`src/hw/fsp_pkg.sv`:
```
// Constants, types and layout for the flash security protection block
package fsp_pkg;

  // Lock word locations in flash
  localparam logic [31:0] FSP_W1_ADDR  = 32'h0014_8000;
  localparam logic [31:0] FSP_W2_ADDR  = 32'h0014_8008;
  localparam logic [31:0] FSP_BGA_ADDR = 32'h0014_8004;
  localparam logic [31:0] FSP_BGB_ADDR = 32'h0014_800C;

  // Field positions in primary_lock_word
  localparam int FSP_RD_BIT  = 16;
  localparam int FSP_WR_BIT  = 17;
  localparam int FSP_LVL_BIT = 18;
  localparam int FSP_UP_LSB  = 19;

  // Sector geometry: 8 Kbyte sectors, sixteen sector slots, lock bits from FSP_SECT_FIRST up
  localparam int          FSP_SECT_SHIFT = 13;
  localparam int          FSP_SECT_W     = 4;
  localparam logic [3:0]  FSP_SECT_FIRST = 4'h4;
  localparam logic [2:0]  FSP_INTERNAL_VECTOR_BOOT_MODE     = 3'h0;

  // APB register offsets
  localparam int          FSP_AW       = 12;
  localparam logic [11:0] FSP_OFF_STAT = 12'h000;
  localparam logic [11:0] FSP_OFF_PRIM = 12'h004;
  localparam logic [11:0] FSP_OFF_SEC  = 12'h008;
  localparam logic [11:0] FSP_OFF_CTRL = 12'h00C;
  localparam logic [11:0] FSP_OFF_DCNT = 12'h010;

  // Control register bits, both self-clearing pulses
  localparam int FSP_CTRL_RELOAD = 0;
  localparam int FSP_CTRL_DCLR   = 1;

  // Reset values
  localparam logic [31:0] FSP_WORD_RST = 32'h0000_0000;
  localparam logic [15:0] FSP_DCNT_RST = 16'h0000;

  // Fetch sequencer, Gray coded from FSP_RST to FSP_DONE; the reload step back to FSP_GET1 flips both bits
  typedef enum logic [1:0] {
    FSP_RST  = 2'b00,
    FSP_GET1 = 2'b01,
    FSP_GET2 = 2'b11,
    FSP_DONE = 2'b10
  } fsp_fetch_e;

  // Flash access presented for checking
  typedef struct packed {
    logic        write;
    logic [31:0] addr;
  } fsp_acc_s;

endpackage

```
`src/hw/fsp_guard.sv`:
```
// Flash security decode, access checking and APB status slave
//
// Local design decisions: the register addresses and the APB interface to the registers.
`timescale 1ns/1ps
module fsp_guard #(
  parameter logic [31:0] FLASH_LO  = 32'h000A_0000,
  parameter logic [31:0] FLASH_HI  = 32'h0015_0000,
  parameter logic [31:0] SECT_BASE = 32'h0014_0000
) (
  input  wire logic                    pclk,
  input  wire logic                    presetn,
  input  wire logic                    psel,
  input  wire logic                    penable,
  input  wire logic                    pwrite,
  input  wire logic [fsp_pkg::FSP_AW-1:0] paddr,
  input  wire logic [31:0]             pwdata,
  output logic      [31:0]             prdata,
  output logic                         pready,
  output logic                         pslverr,
  input  wire logic [2:0]              device_mode_pins,
  output logic                         fetch_req,
  output logic      [31:0]             fetch_addr,
  input  wire logic                    fetch_ack,
  input  wire logic [31:0]             fetch_data,
  input  wire logic                    acc_valid,
  input  fsp_pkg::fsp_acc_s            acc_req,
  output logic                         acc_done,
  output logic                         acc_grant
);
  import fsp_pkg::*;

  // Parameters the address compare cannot serve
  if (FLASH_HI <= FLASH_LO) begin : g_bad_range
    $error("flash range is empty");
  end

  logic [2:0]  mode_s1_reg;
  logic [2:0]  mode_s2_reg;
  fsp_fetch_e  st_reg;
  fsp_fetch_e  st_next;
  logic [31:0] prim_reg;
  logic [31:0] sec_reg;
  logic [15:0] dcnt_reg;
  logic [15:0] dcnt_next;
  logic        fetch_req_reg;
  logic [31:0] fetch_addr_reg;
  logic        acc_done_reg;
  logic        acc_grant_reg;
  logic [31:0] prdata_reg;
  logic        pready_reg;
  logic        pslverr_reg;
  logic [31:0] rd_mux;

  // Mode pins are asynchronous straps, two stages before use
  always_ff @(posedge pclk or negedge presetn) begin
    if (!presetn) begin
      mode_s1_reg <= FSP_INTERNAL_VECTOR_BOOT_MODE;
      mode_s2_reg <= FSP_INTERNAL_VECTOR_BOOT_MODE;
    end else begin
      mode_s1_reg <= device_mode_pins;
      mode_s2_reg <= mode_s1_reg;
    end
  end

  // APB phase decode
  wire apb_setup = psel & ~penable;
  wire apb_acc   = psel & penable & pready_reg;
  wire hit_stat  = paddr == FSP_OFF_STAT;
  wire hit_prim  = paddr == FSP_OFF_PRIM;
  wire hit_sec   = paddr == FSP_OFF_SEC;
  wire hit_ctrl  = paddr == FSP_OFF_CTRL;
  wire hit_dcnt  = paddr == FSP_OFF_DCNT;
  wire hit_ro    = hit_stat | hit_prim | hit_sec | hit_dcnt;
  wire bad_acc   = ~((hit_ro & ~pwrite) | hit_ctrl);
  wire wr_ctrl   = apb_acc & pwrite & hit_ctrl;
  wire reload    = wr_ctrl & pwdata[FSP_CTRL_RELOAD];
  wire dclr      = wr_ctrl & pwdata[FSP_CTRL_DCLR];

  // Fetch sequencer; a reload walks both words again
  always_comb begin
    st_next = st_reg;
    unique case (st_reg)
      FSP_RST:  st_next = FSP_GET1;
      FSP_GET1: if (fetch_ack) st_next = FSP_GET2;
      FSP_GET2: if (fetch_ack) st_next = FSP_DONE;
      FSP_DONE: if (reload) st_next = FSP_GET1;
    endcase
  end

  wire loaded  = st_reg == FSP_DONE;
  wire cap_w1  = st_reg == FSP_GET1 && fetch_ack;
  wire cap_w2  = st_reg == FSP_GET2 && fetch_ack;
  wire req_nxt = st_next == FSP_GET1 || st_next == FSP_GET2;

  // Word fetch; request held until the flash side acks
  always_ff @(posedge pclk or negedge presetn) begin
    if (!presetn) begin
      st_reg         <= FSP_RST;
      fetch_req_reg  <= 1'b0;
      fetch_addr_reg <= FSP_W1_ADDR;
      prim_reg       <= FSP_WORD_RST;
      sec_reg        <= FSP_WORD_RST;
    end else begin
      st_reg         <= st_next;
      fetch_req_reg  <= req_nxt;
      fetch_addr_reg <= (st_next == FSP_GET2) ? FSP_W2_ADDR
                                              : FSP_W1_ADDR;
      if (cap_w1) begin
        prim_reg <= fetch_data;
      end
      if (cap_w2) begin
        sec_reg <= fetch_data;
      end
    end
  end

  // Protection mode from the upper half of the primary word
  wire internal_vector_boot_mode  = mode_s2_reg == FSP_INTERNAL_VECTOR_BOOT_MODE;
  wire up_ok   = prim_reg[31:FSP_UP_LSB] == '0;
  wire rd_prot = up_ok & prim_reg[FSP_RD_BIT] & ~internal_vector_boot_mode;
  wire wr_prot = up_ok & prim_reg[FSP_WR_BIT]
               & (~prim_reg[FSP_LVL_BIT] | ~internal_vector_boot_mode);

  // Sector lookup for the presented address
  wire [31:0] sect_off = acc_req.addr - SECT_BASE;
  wire        sect_in  = acc_req.addr >= SECT_BASE
                       && sect_off[31:FSP_SECT_SHIFT+FSP_SECT_W] == '0;
  wire [3:0]  sect_idx = sect_off[FSP_SECT_SHIFT +: FSP_SECT_W];
  // Low bits name no sector; sector_four obeys whatever was programmed
  wire sect_open = prim_reg[sect_idx]
                 | (sect_idx < FSP_SECT_FIRST);
  // Sector bits only matter while write protection is on
  wire wr_lock   = wr_prot & sect_in & ~sect_open;
  wire in_flash  = acc_req.addr >= FLASH_LO && acc_req.addr < FLASH_HI;
  // Flash is closed until the lock words are known
  wire deny      = in_flash & (~loaded
                 | (acc_req.write ? wr_lock : rd_prot));
  wire deny_ev   = acc_valid & deny;

  // Deny counter; a denial in the clear cycle still counts
  always_comb begin
    dcnt_next = dcnt_reg;
    if (dclr) begin
      dcnt_next = FSP_DCNT_RST;
    end
    if (deny_ev && dcnt_next != '1) begin
      dcnt_next = dcnt_next + 16'h0001;
    end
  end

  // Registered verdict, one cycle after the request
  always_ff @(posedge pclk or negedge presetn) begin
    if (!presetn) begin
      acc_done_reg  <= 1'b0;
      acc_grant_reg <= 1'b0;
      dcnt_reg      <= FSP_DCNT_RST;
    end else begin
      acc_done_reg  <= acc_valid;
      acc_grant_reg <= acc_valid & ~deny;
      dcnt_reg      <= dcnt_next;
    end
  end

  // Read data selection; control reads as zero
  assign rd_mux = hit_stat ? {25'h000_0000, mode_s2_reg, internal_vector_boot_mode,
                              wr_prot, rd_prot, loaded} :
                  hit_prim ? prim_reg :
                  hit_sec  ? sec_reg :
                  hit_dcnt ? {16'h0000, dcnt_reg} : 32'h0000_0000;

  // One wait-free access phase; data latched during setup
  always_ff @(posedge pclk or negedge presetn) begin
    if (!presetn) begin
      pready_reg  <= 1'b0;
      pslverr_reg <= 1'b0;
      prdata_reg  <= 32'h0000_0000;
    end else begin
      pready_reg <= apb_setup;
      if (apb_setup) begin
        pslverr_reg <= bad_acc;
        prdata_reg  <= pwrite ? 32'h0000_0000 : rd_mux;
      end
    end
  end

  assign prdata     = prdata_reg;
  assign pready     = pready_reg;
  assign pslverr    = pslverr_reg;
  assign fetch_req  = fetch_req_reg;
  assign fetch_addr = fetch_addr_reg;
  assign acc_done   = acc_done_reg;
  assign acc_grant  = acc_grant_reg;
endmodule // fsp_guard

```
`config.mk`:
```
export PLATFORM = sky130hd
export DESIGN_NAME = fsp_guard
export DESIGN_NICKNAME = d
export VERILOG_FILES = /design/src/hw/fsp_pkg.sv /design/src/hw/fsp_guard.sv
export SDC_FILE = /design/constraint.sdc
export NUM_CORES = 1
export LEC_CHECK = 0
export BUFFER_PORTS_ARGS = -buffer_cell sky130_fd_sc_hd__buf_2
export CAP_MARGIN = 25
export CELL_PAD_IN_SITES_DETAIL_PLACEMENT = 1
export CELL_PAD_IN_SITES_GLOBAL_PLACEMENT = 1
export CORE_ASPECT_RATIO = 0.6
export CORE_MARGIN = 2
export CORE_UTILIZATION = 39
export DETAILED_ROUTE_END_ITERATION = 10
export PLACE_DENSITY = 0.91
export SLEW_MARGIN = 20
export SYNTH_ARGS = -nofsm -noshare
export SYNTH_HDL_FRONTEND = slang
export SYNTH_SLANG_ARGS = --single-unit
```
`constraint.sdc`:
```
create_clock -name pclk -period 3.5 [get_ports pclk]
set_input_delay 0.7 -clock pclk [delete_from_list [all_inputs] [get_ports pclk]]
set_output_delay 0.7 -clock pclk [all_outputs]
set_load 0.01 [all_outputs]
```
==> summary.md, run 1 <==
| Metric | Value |
|---|---|
| Initial antenna violation count | `3` |
| Overall Power | `0.00385 W` |
| CP Data Arrival Time | `3690 ps` |
| FMAX | `296 MHz` |
| Number of placement rows | `34` |
| Total half-perimeter wirelength after legalization and detailed placement | `about 13000 µm` |
| Maximum level of the CTS H-tree | `4` |
| Share of Yosys cell area claimed by the top area cell type | `0.534` |
| Most frequent standard cell in the layout excluding fill and tap cells | `sky130_fd_sc_hd__dfrtp_1` |
| Critical Path RT | `3820 ps` |
| Clock transition at the registers of the reported paths | `50 ps` |
| Pin count of the biggest net entering global routing | `66` |
| Slew at the pin closest to its max-slew limit | `870 ps` |
| Cell Area, Synth | `approximately 5900 µm²` |
| Min-delay worst type | `flop to flop` |
| Height of the die | `a little under 100 µm` |
| Violation count after the first detailed-route iteration | `380` |
| Initial Utilization | `0.402` |
| Proportion of register bits with asynchronous set or reset after synthesis | `1.00` |
| Total power per unit cell area | `about 540 nW/µm²` |
| Register bit total from synthesis | `roughly 130` |
| Total clock buffers created by CTS | `17` |
| Number of global-route vias before repair | `5027` |
| Register-to-register path setup slack | `520 ps` |
| Total via count after detailed routing | `4691` |
| Main area contributors after synthesis | `sky130_fd_sc_hd__dfrtp_1, sky130_fd_sc_hd__mux2_2, sky130_fd_sc_hd__buf_4, sky130_fd_sc_hd__o21ai_0, sky130_fd_sc_hd__nand2_1` |
| Critical path endpoint category | `flop` |
| Weighted congestion reported at the end of routability-driven placement | `0.848` |
| Clock tree from TritonCTS | `built` |
| Drt wl/cell | `20.7 µm` |
| Clock insertion delay at the later pin of the skew report | `about 420 ps` |
| Period utilization | `0.964` |
| Result of the run | `finished, final reports clean` |
| Maximum number of buffers from clock root to sink | `2` |
| Max-slew violation count | `0` |
| Routed Wire Length | `around 18000 µm` |
| Post-detailed-route via-to-cell ratio | `5.51` |
| Proportion of layout cells with a drive suffix above 1 | `0.367` |
| Distinct cells, synth | `50` |
| Total non-filler cell area in the finished layout | `7170 µm²` |
| Largest area contributor in the netlist | `sky130_fd_sc_hd__dfrtp_1` |
| Post-synthesis sequential area ratio | `0.534` |
| Fin crit period | `3370 ps` |
| Clock tree root buffer cell | `sky130_fd_sc_hd__clkbuf_16` |
| Remaining design rule violation count | `0` |
| Critical-path maximum fanout | `11` |
| Worst supply voltage drop on vdd | `0.000274 V` |
| Number of ports placed on the die boundary | `188` |
| Most frequent cells in the layout | `sky130_fd_sc_hd__dfrtp_1, sky130_fd_sc_hd__buf_2, sky130_fd_sc_hd__mux2_2, sky130_fd_sc_hd__nand2_1, sky130_fd_sc_hd__o21ai_0` |
| Clock sink count | `125` |
| First-pass GRT wire length | `28000 µm` |
| Final ANT Viol Nets | `0` |
| First-pass iteration count of the detailed router | `6` |
| RSZ-0062 raised after global routing | `no` |
| Total of max-cap violations | `0` |
| Placed Instance Area | `roughly 6700 µm²` |
| Post-CTS setup-driven buffer insertion count | `0` |
| Total die area | `16100 µm²` |
| Leakage | `3.36 nW` |
| Relative max-transition margin | `0.420` |
| Setup-failing EPs final | `0` |
| Dominant register cell in the synthesized netlist | `sky130_fd_sc_hd__dfrtp_1` |
| Core area | `14600 µm²` |
| Port-buffer cells | `113` |
| Count of final hold-check violations | `0` |
| Layout area overhead | `22.3%` |
| Syn_area_per_cell | `11.4 µm²` |
| Syn. warnings | `0` |
| Total Nets Final | `765` |
| Synthesized netlist cell count | `514` |
| EDFF count, synth | `0` |
| Crit Path Class | `input pin to flop` |
| Worst Skew | `between 8 and 9 ps` |
| Total Routing Usage GR | `0.229` |
| Width of the die | `roughly 160 µm` |
| Critical path startpoint category | `input pin` |
| Overflow left after global routing | `0` |
## per-stage QoR
step	hold slack, ps	TNS (ps)	std cells	utilization	setup slack (ps)
after floorplan	331	0	543	-	15.8
after global placement	335	-1120	820	0.456	-155
after detailed placement	336	-2290	820	0.456	-258
after CTS	349	0	850	0.491	104
after global routing	354	0	851	0.491	24.3
final	346	0	851	0.491	126
## power by group
part / internal (W) / switching, W
clock: 0.000924 / 0.000620
sequential: 0.00169 / 0.000175
combinational: 0.000246 / 0.000204
total: 0.00286 / 0.000999
## cells in the mapped netlist, drive strengths merged (6+ instances only)
library cell,instances
o21ai,37
nand3,14
mux2,64
a22oi,16
a21oi,13
clkbuf,20
buf,37
nor4,6
inv,9
nand4,7
mux2i,8
nor3,11
nand2,49
nor2b,7
nand2b,9
a222oi,13
dfrtp,125
nor2,8
## worst paths after layout
check	cells after the start	start	to
min in group asynchronous	1	presetn	prdata[10]
max	13	paddr[8]	dcnt_reg[7]
max in group asynchronous	2	presetn	mode_s2_reg[0]
max reg2reg	7	prim_reg[19]	dcnt_reg[7]
min reg2reg	0	mode_s1_reg[2]	mode_s2_reg[2]
min	0	mode_s1_reg[2]	mode_s2_reg[2]
## what timing repair did
item	4_1_cts	5_1_grt
resized for setup	0	2
hold buffers	0	0
endpoints found under the hold margin	0	0
endpoints found under the setup margin	0	5
## cells by family after synthesis
family / count (synthesis) / synth area share
simple gates: 135 / 0.123
fa+ha+maj: 5 / 0.0107
flops: 125 / 0.534
buf+inv: 66 / 0.0628
compound gates: 102 / 0.116
mux: 74 / 0.144
xor+xnor: 5 / 0.00748
other cells: 2 / 0.00128
## metal layers
layer  vias up  wire length [µm]  global-route usage
met2       180              8340               0.370
met5         -                11                   0
met1      2415              7820               0.307
met4         2               237              0.0579
met3        25              1200              0.0640
li1       2069                 -                   -
## worst max-delay path, stage by stage
cell and delay [ps]:
sky130_fd_sc_hd__buf_2 100, sky130_fd_sc_hd__or4_4 540, sky130_fd_sc_hd__nor4_4 330, sky130_fd_sc_hd__and4b_2 330, sky130_fd_sc_hd__nor2b_1 90, sky130_fd_sc_hd__ha_2 200
sky130_fd_sc_hd__nand4_1 130, sky130_fd_sc_hd__nor3_2 70, sky130_fd_sc_hd__nand3_1 100, sky130_fd_sc_hd__o21bai_1 100, sky130_fd_sc_hd__a21o_2 280, sky130_fd_sc_hd__or4_1 490
sky130_fd_sc_hd__a21oi_1 230
## final cells by class
type                            instances  area, µm²
Clock inverter                          8       45.0
Clock buffer                           22        464
Timing Repair Buffer                  136        753
Fill cell                            1620       7420
Multi-Input combinational cell        352       2490
Sequential cell                       125       3130
Tap cell                              198        248
Inverter                                9       33.8
Antenna cell                            1       2.50
Note: power is estimated with default switching activity, not from simulation.
==> run 2, diff against run 1 <==
--- a/config.mk
+++ b/config.mk
@@ -14,6 +14,7 @@
 export CORE_UTILIZATION = 39
 export DETAILED_ROUTE_END_ITERATION = 10
 export PLACE_DENSITY = 0.91
+export SETUP_SLACK_MARGIN = 0.15
 export SLEW_MARGIN = 20
 export SYNTH_ARGS = -nofsm -noshare
 export SYNTH_HDL_FRONTEND = slang
==> run 2 against run 1 <==
Compared with the run above:
- die area did not move
- design area up 2.1%
- clock power grew 19%
- combinational power barely moved
==> summary.md, run 2 (synthesis results as in run 1) <==
| Metric | Value |
|---|---|
| Layout area overhead | `25.0%` |
| Violation count after the first detailed-route iteration | `288 (-24%)` |
| Total via count after detailed routing | `4721 (+0.64%)` |
| Width of the die | `162 µm (unchanged)` |
| Worst setup slack after layout | `213 ps (+86.5 ps)` |
| Result of the run | `finished, final reports clean` |
| Routed Wire Length | `18300 µm (+4.1%)` |
| Clock tree from TritonCTS | `built` |
| Number of fill cells in the layout | `1589 (-1.9%)` |
| Number of placement rows | `34 (unchanged)` |
| Period utilization | `0.939 (-0.0247)` |
| FMAX | `304 MHz (+2.6%)` |
| Slew at the pin closest to its max-slew limit | `847 ps (-23.8 ps)` |
| Total of max-cap violations | `0 (unchanged)` |
| Number of global-route vias before repair | `5114 (+1.7%)` |
| Critical path endpoint category | `flop` |
| Depth of the worst register-to-register path | `7 (unchanged)` |
| Worst supply voltage drop on vdd | `0.000255 V (-7.1%)` |
| Clock transition at the registers of the reported paths | `60 ps (about the same)` |
| Critical path startpoint category | `input pin` |
| Initial Utilization | `0.402 (unchanged)` |
| Min-delay worst type | `flop to flop` |
| Worst stage delay on the critical path | `530 ps (about the same)` |
| Highest signal layer in the routed design | `met4` |
| Fin crit period | `3290 ps (-86.5 ps)` |
| Worst path bufs/invs | `1 (unchanged)` |
| Count of final hold-check violations | `0 (unchanged)` |
| Drt wl/cell | `21.5 µm (+3.9%)` |
| Crit Path Class | `input pin to flop` |
| Height of the die | `98.9 µm (unchanged)` |
| Total clock buffers created by CTS | `17 (unchanged)` |
| Hold buffer count at cts | `0 (unchanged)` |
| Category of cells accounting for the largest share of critical-path delay | `simple AND/OR/NAND/NOR gates` |
| Overflow left after global routing | `0 (unchanged)` |
| Overall Power | `0.00415 W (+7.6%)` |
| Met2 routed WL | `8840 µm (+6.0%)` |
| Total Nets Final | `764 (-0.13%)` |
| Most frequent cells in the layout | `sky130_fd_sc_hd__dfrtp_1, sky130_fd_sc_hd__buf_2, sky130_fd_sc_hd__mux2_2, sky130_fd_sc_hd__nand2_1, sky130_fd_sc_hd__o21ai_0` |
| Critical Path RT | `3810 ps (about the same)` |
| Leakage | `3.47 nW (+3.1%)` |
| Total die area | `16100 µm² (unchanged)` |
| Maximum level of the CTS H-tree | `4 (unchanged)` |
| Critical-path maximum fanout | `7 (-4)` |
| Met3 wire length | `1440 µm (+19%)` |
| Area of the multi-input gates | `2540 µm² (+1.8%)` |
| Remaining design rule violation count | `0 (unchanged)` |
| Fin Hold WS | `349 ps (+3.15 ps)` |
| Hold Path Stages | `0 (unchanged)` |
| Maximum number of buffers from clock root to sink | `2 (unchanged)` |
| Pin count of the biggest net entering global routing | `67 (+1.5%)` |
| First-pass iteration count of the detailed router | `6 (unchanged)` |
| Number of ports placed on the die boundary | `188 (unchanged)` |
| Final ANT Viol Nets | `0 (unchanged)` |
| Relative max-transition margin | `0.436 (+0.0159)` |
| Post-detailed-route via-to-cell ratio | `5.54 (+0.52%)` |
| Fin cells | `852 (+0.12%)` |
| Proportion of layout cells with a drive suffix above 1 | `0.377 (+0.0102)` |
| Port-buffer cells | `113 (unchanged)` |
| Core area | `14600 µm² (unchanged)` |
| Weighted congestion reported at the end of routability-driven placement | `0.875 (+3.1%)` |
| Initial antenna violation count | `1 (-2)` |
| Number of instances in the placed design | `817 (-0.37%)` |
| Total half-perimeter wirelength after legalization and detailed placement | `12600 µm (-0.60%)` |
| Clock insertion delay at the later pin of the skew report | `420 ps (about the same)` |
| Critical-path cell with the highest stage delay | `sky130_fd_sc_hd__or4_4` |
| Setup-failing EPs final | `0 (unchanged)` |
| Total area of sequential cells | `3130 µm² (unchanged)` |
| RSZ-0062 raised after global routing | `no` |
| Worst-case setup slack after placement | `-469 ps (-211 ps)` |
| Critical Path Stages | `13 (unchanged)` |
| First-pass GRT wire length | `27800 µm (-0.62%)` |
| CP Data Arrival Time | `3600 ps (-90 ps)` |
| Critical Path, Cell by Cell | `buf_2 > or4_4 > nor4_4 > and4b_2 > nor2b_2 > ha_2 > nand4_1 > nor3_2 > nand3_1 > o21bai_1 > a21o_1 > or4_1 > a21oi_1` |
| Most frequent standard cell in the layout excluding fill and tap cells | `sky130_fd_sc_hd__dfrtp_1` |
| Total power per unit cell area | `566 nW/µm² (+5.3%)` |
| Max-slew violation count | `0 (unchanged)` |
| Worst Skew | `10.4 ps (+2.20 ps)` |
| Clock sink count | `125 (unchanged)` |
| Met1 layer wirelength in the final routing | `7890 µm (+0.96%)` |
| Total Routing Usage GR | `0.231 (+0.00178)` |
| Clock tree root buffer cell | `sky130_fd_sc_hd__clkbuf_16` |
## run 2: cell types whose count changed in the layout (fill, tap and decap cells not counted), moves of 2 or more
cell and change:
sky130_fd_sc_hd__bufinv_16 +3, sky130_fd_sc_hd__nor2b_1 -2, sky130_fd_sc_hd__clkbuf_1 -3, sky130_fd_sc_hd__clkinvlp_4 -2, sky130_fd_sc_hd__buf_4 -2, sky130_fd_sc_hd__clkinv_2 -4, sky130_fd_sc_hd__clkinv_4 +7, sky130_fd_sc_hd__clkbuf_8 -2
sky130_fd_sc_hd__inv_6 +3
## run 2: timing repair
item                                    CTS  global route
endpoints found under the setup margin    5             5
gates resized for setup                   3             3
endpoints found under the hold margin     0             0
pin swaps                                 0             2
setup buffers                             1             1
## run 2: power breakdown
group / internal (W) / total, W / switching [W]
clock: 0.00113 / 0.00184 / 0.000709
combinational: 0.000245 / 0.000448 / 0.000203
sequential: 0.00168 / 0.00186 / 0.000173
## run 2: path summary, 6_finish.rpt
kind,start,endpoint,slack (ps)
min,mode_s1_reg[0],mode_s2_reg[0],350
min reg2reg,mode_s1_reg[0],mode_s2_reg[0],350
min in group asynchronous,presetn,prdata[20],380
max in group asynchronous,presetn,sec_reg[0],2270
max,paddr[5],dcnt_reg[9],210
max reg2reg,prim_reg[19],dcnt_reg[9],310
## run 2: routing by layer
layer | vias to the layer above | track usage
met5 | - | 0
met4 | 0 | 0.0722
met3 | 15 | 0.0551
met2 | 210 | 0.377
met1 | 2419 | 0.306
li1 | 2077 | -
## run 2: cell type report
class	count	area share
flip-flops and latches	125	0.427
multi-input cells	352	0.347
repair buffers	135	0.104
clock buffers	17	0.0581
well taps	198	0.0338
clock inverters	15	0.0256
inverters	9	0.00461
diodes	1	0.000342
## run 2: worst register-to-register path, cell delays in order (launching register included)
cell and delay, ps:
sky130_fd_sc_hd__dfrtp_1 400, sky130_fd_sc_hd__nor4_1 440, sky130_fd_sc_hd__nand4_1 220, sky130_fd_sc_hd__a211oi_1 660, sky130_fd_sc_hd__nand4_1 320, sky130_fd_sc_hd__a21o_1 340, sky130_fd_sc_hd__or4_1 480, sky130_fd_sc_hd__a21oi_1 230
## run 2: through the flow
step           instance area (µm²)  TNS [ps]  utilization
2_1_floorplan                 6000         0            -
3_3_place_gp                  6650     -1450        0.456
3_5_place_dp                  6650     -3740        0.456
4_1_cts                       7280         0        0.499
5_1_grt                       7320         0        0.502
6_report                      7320         0        0.502
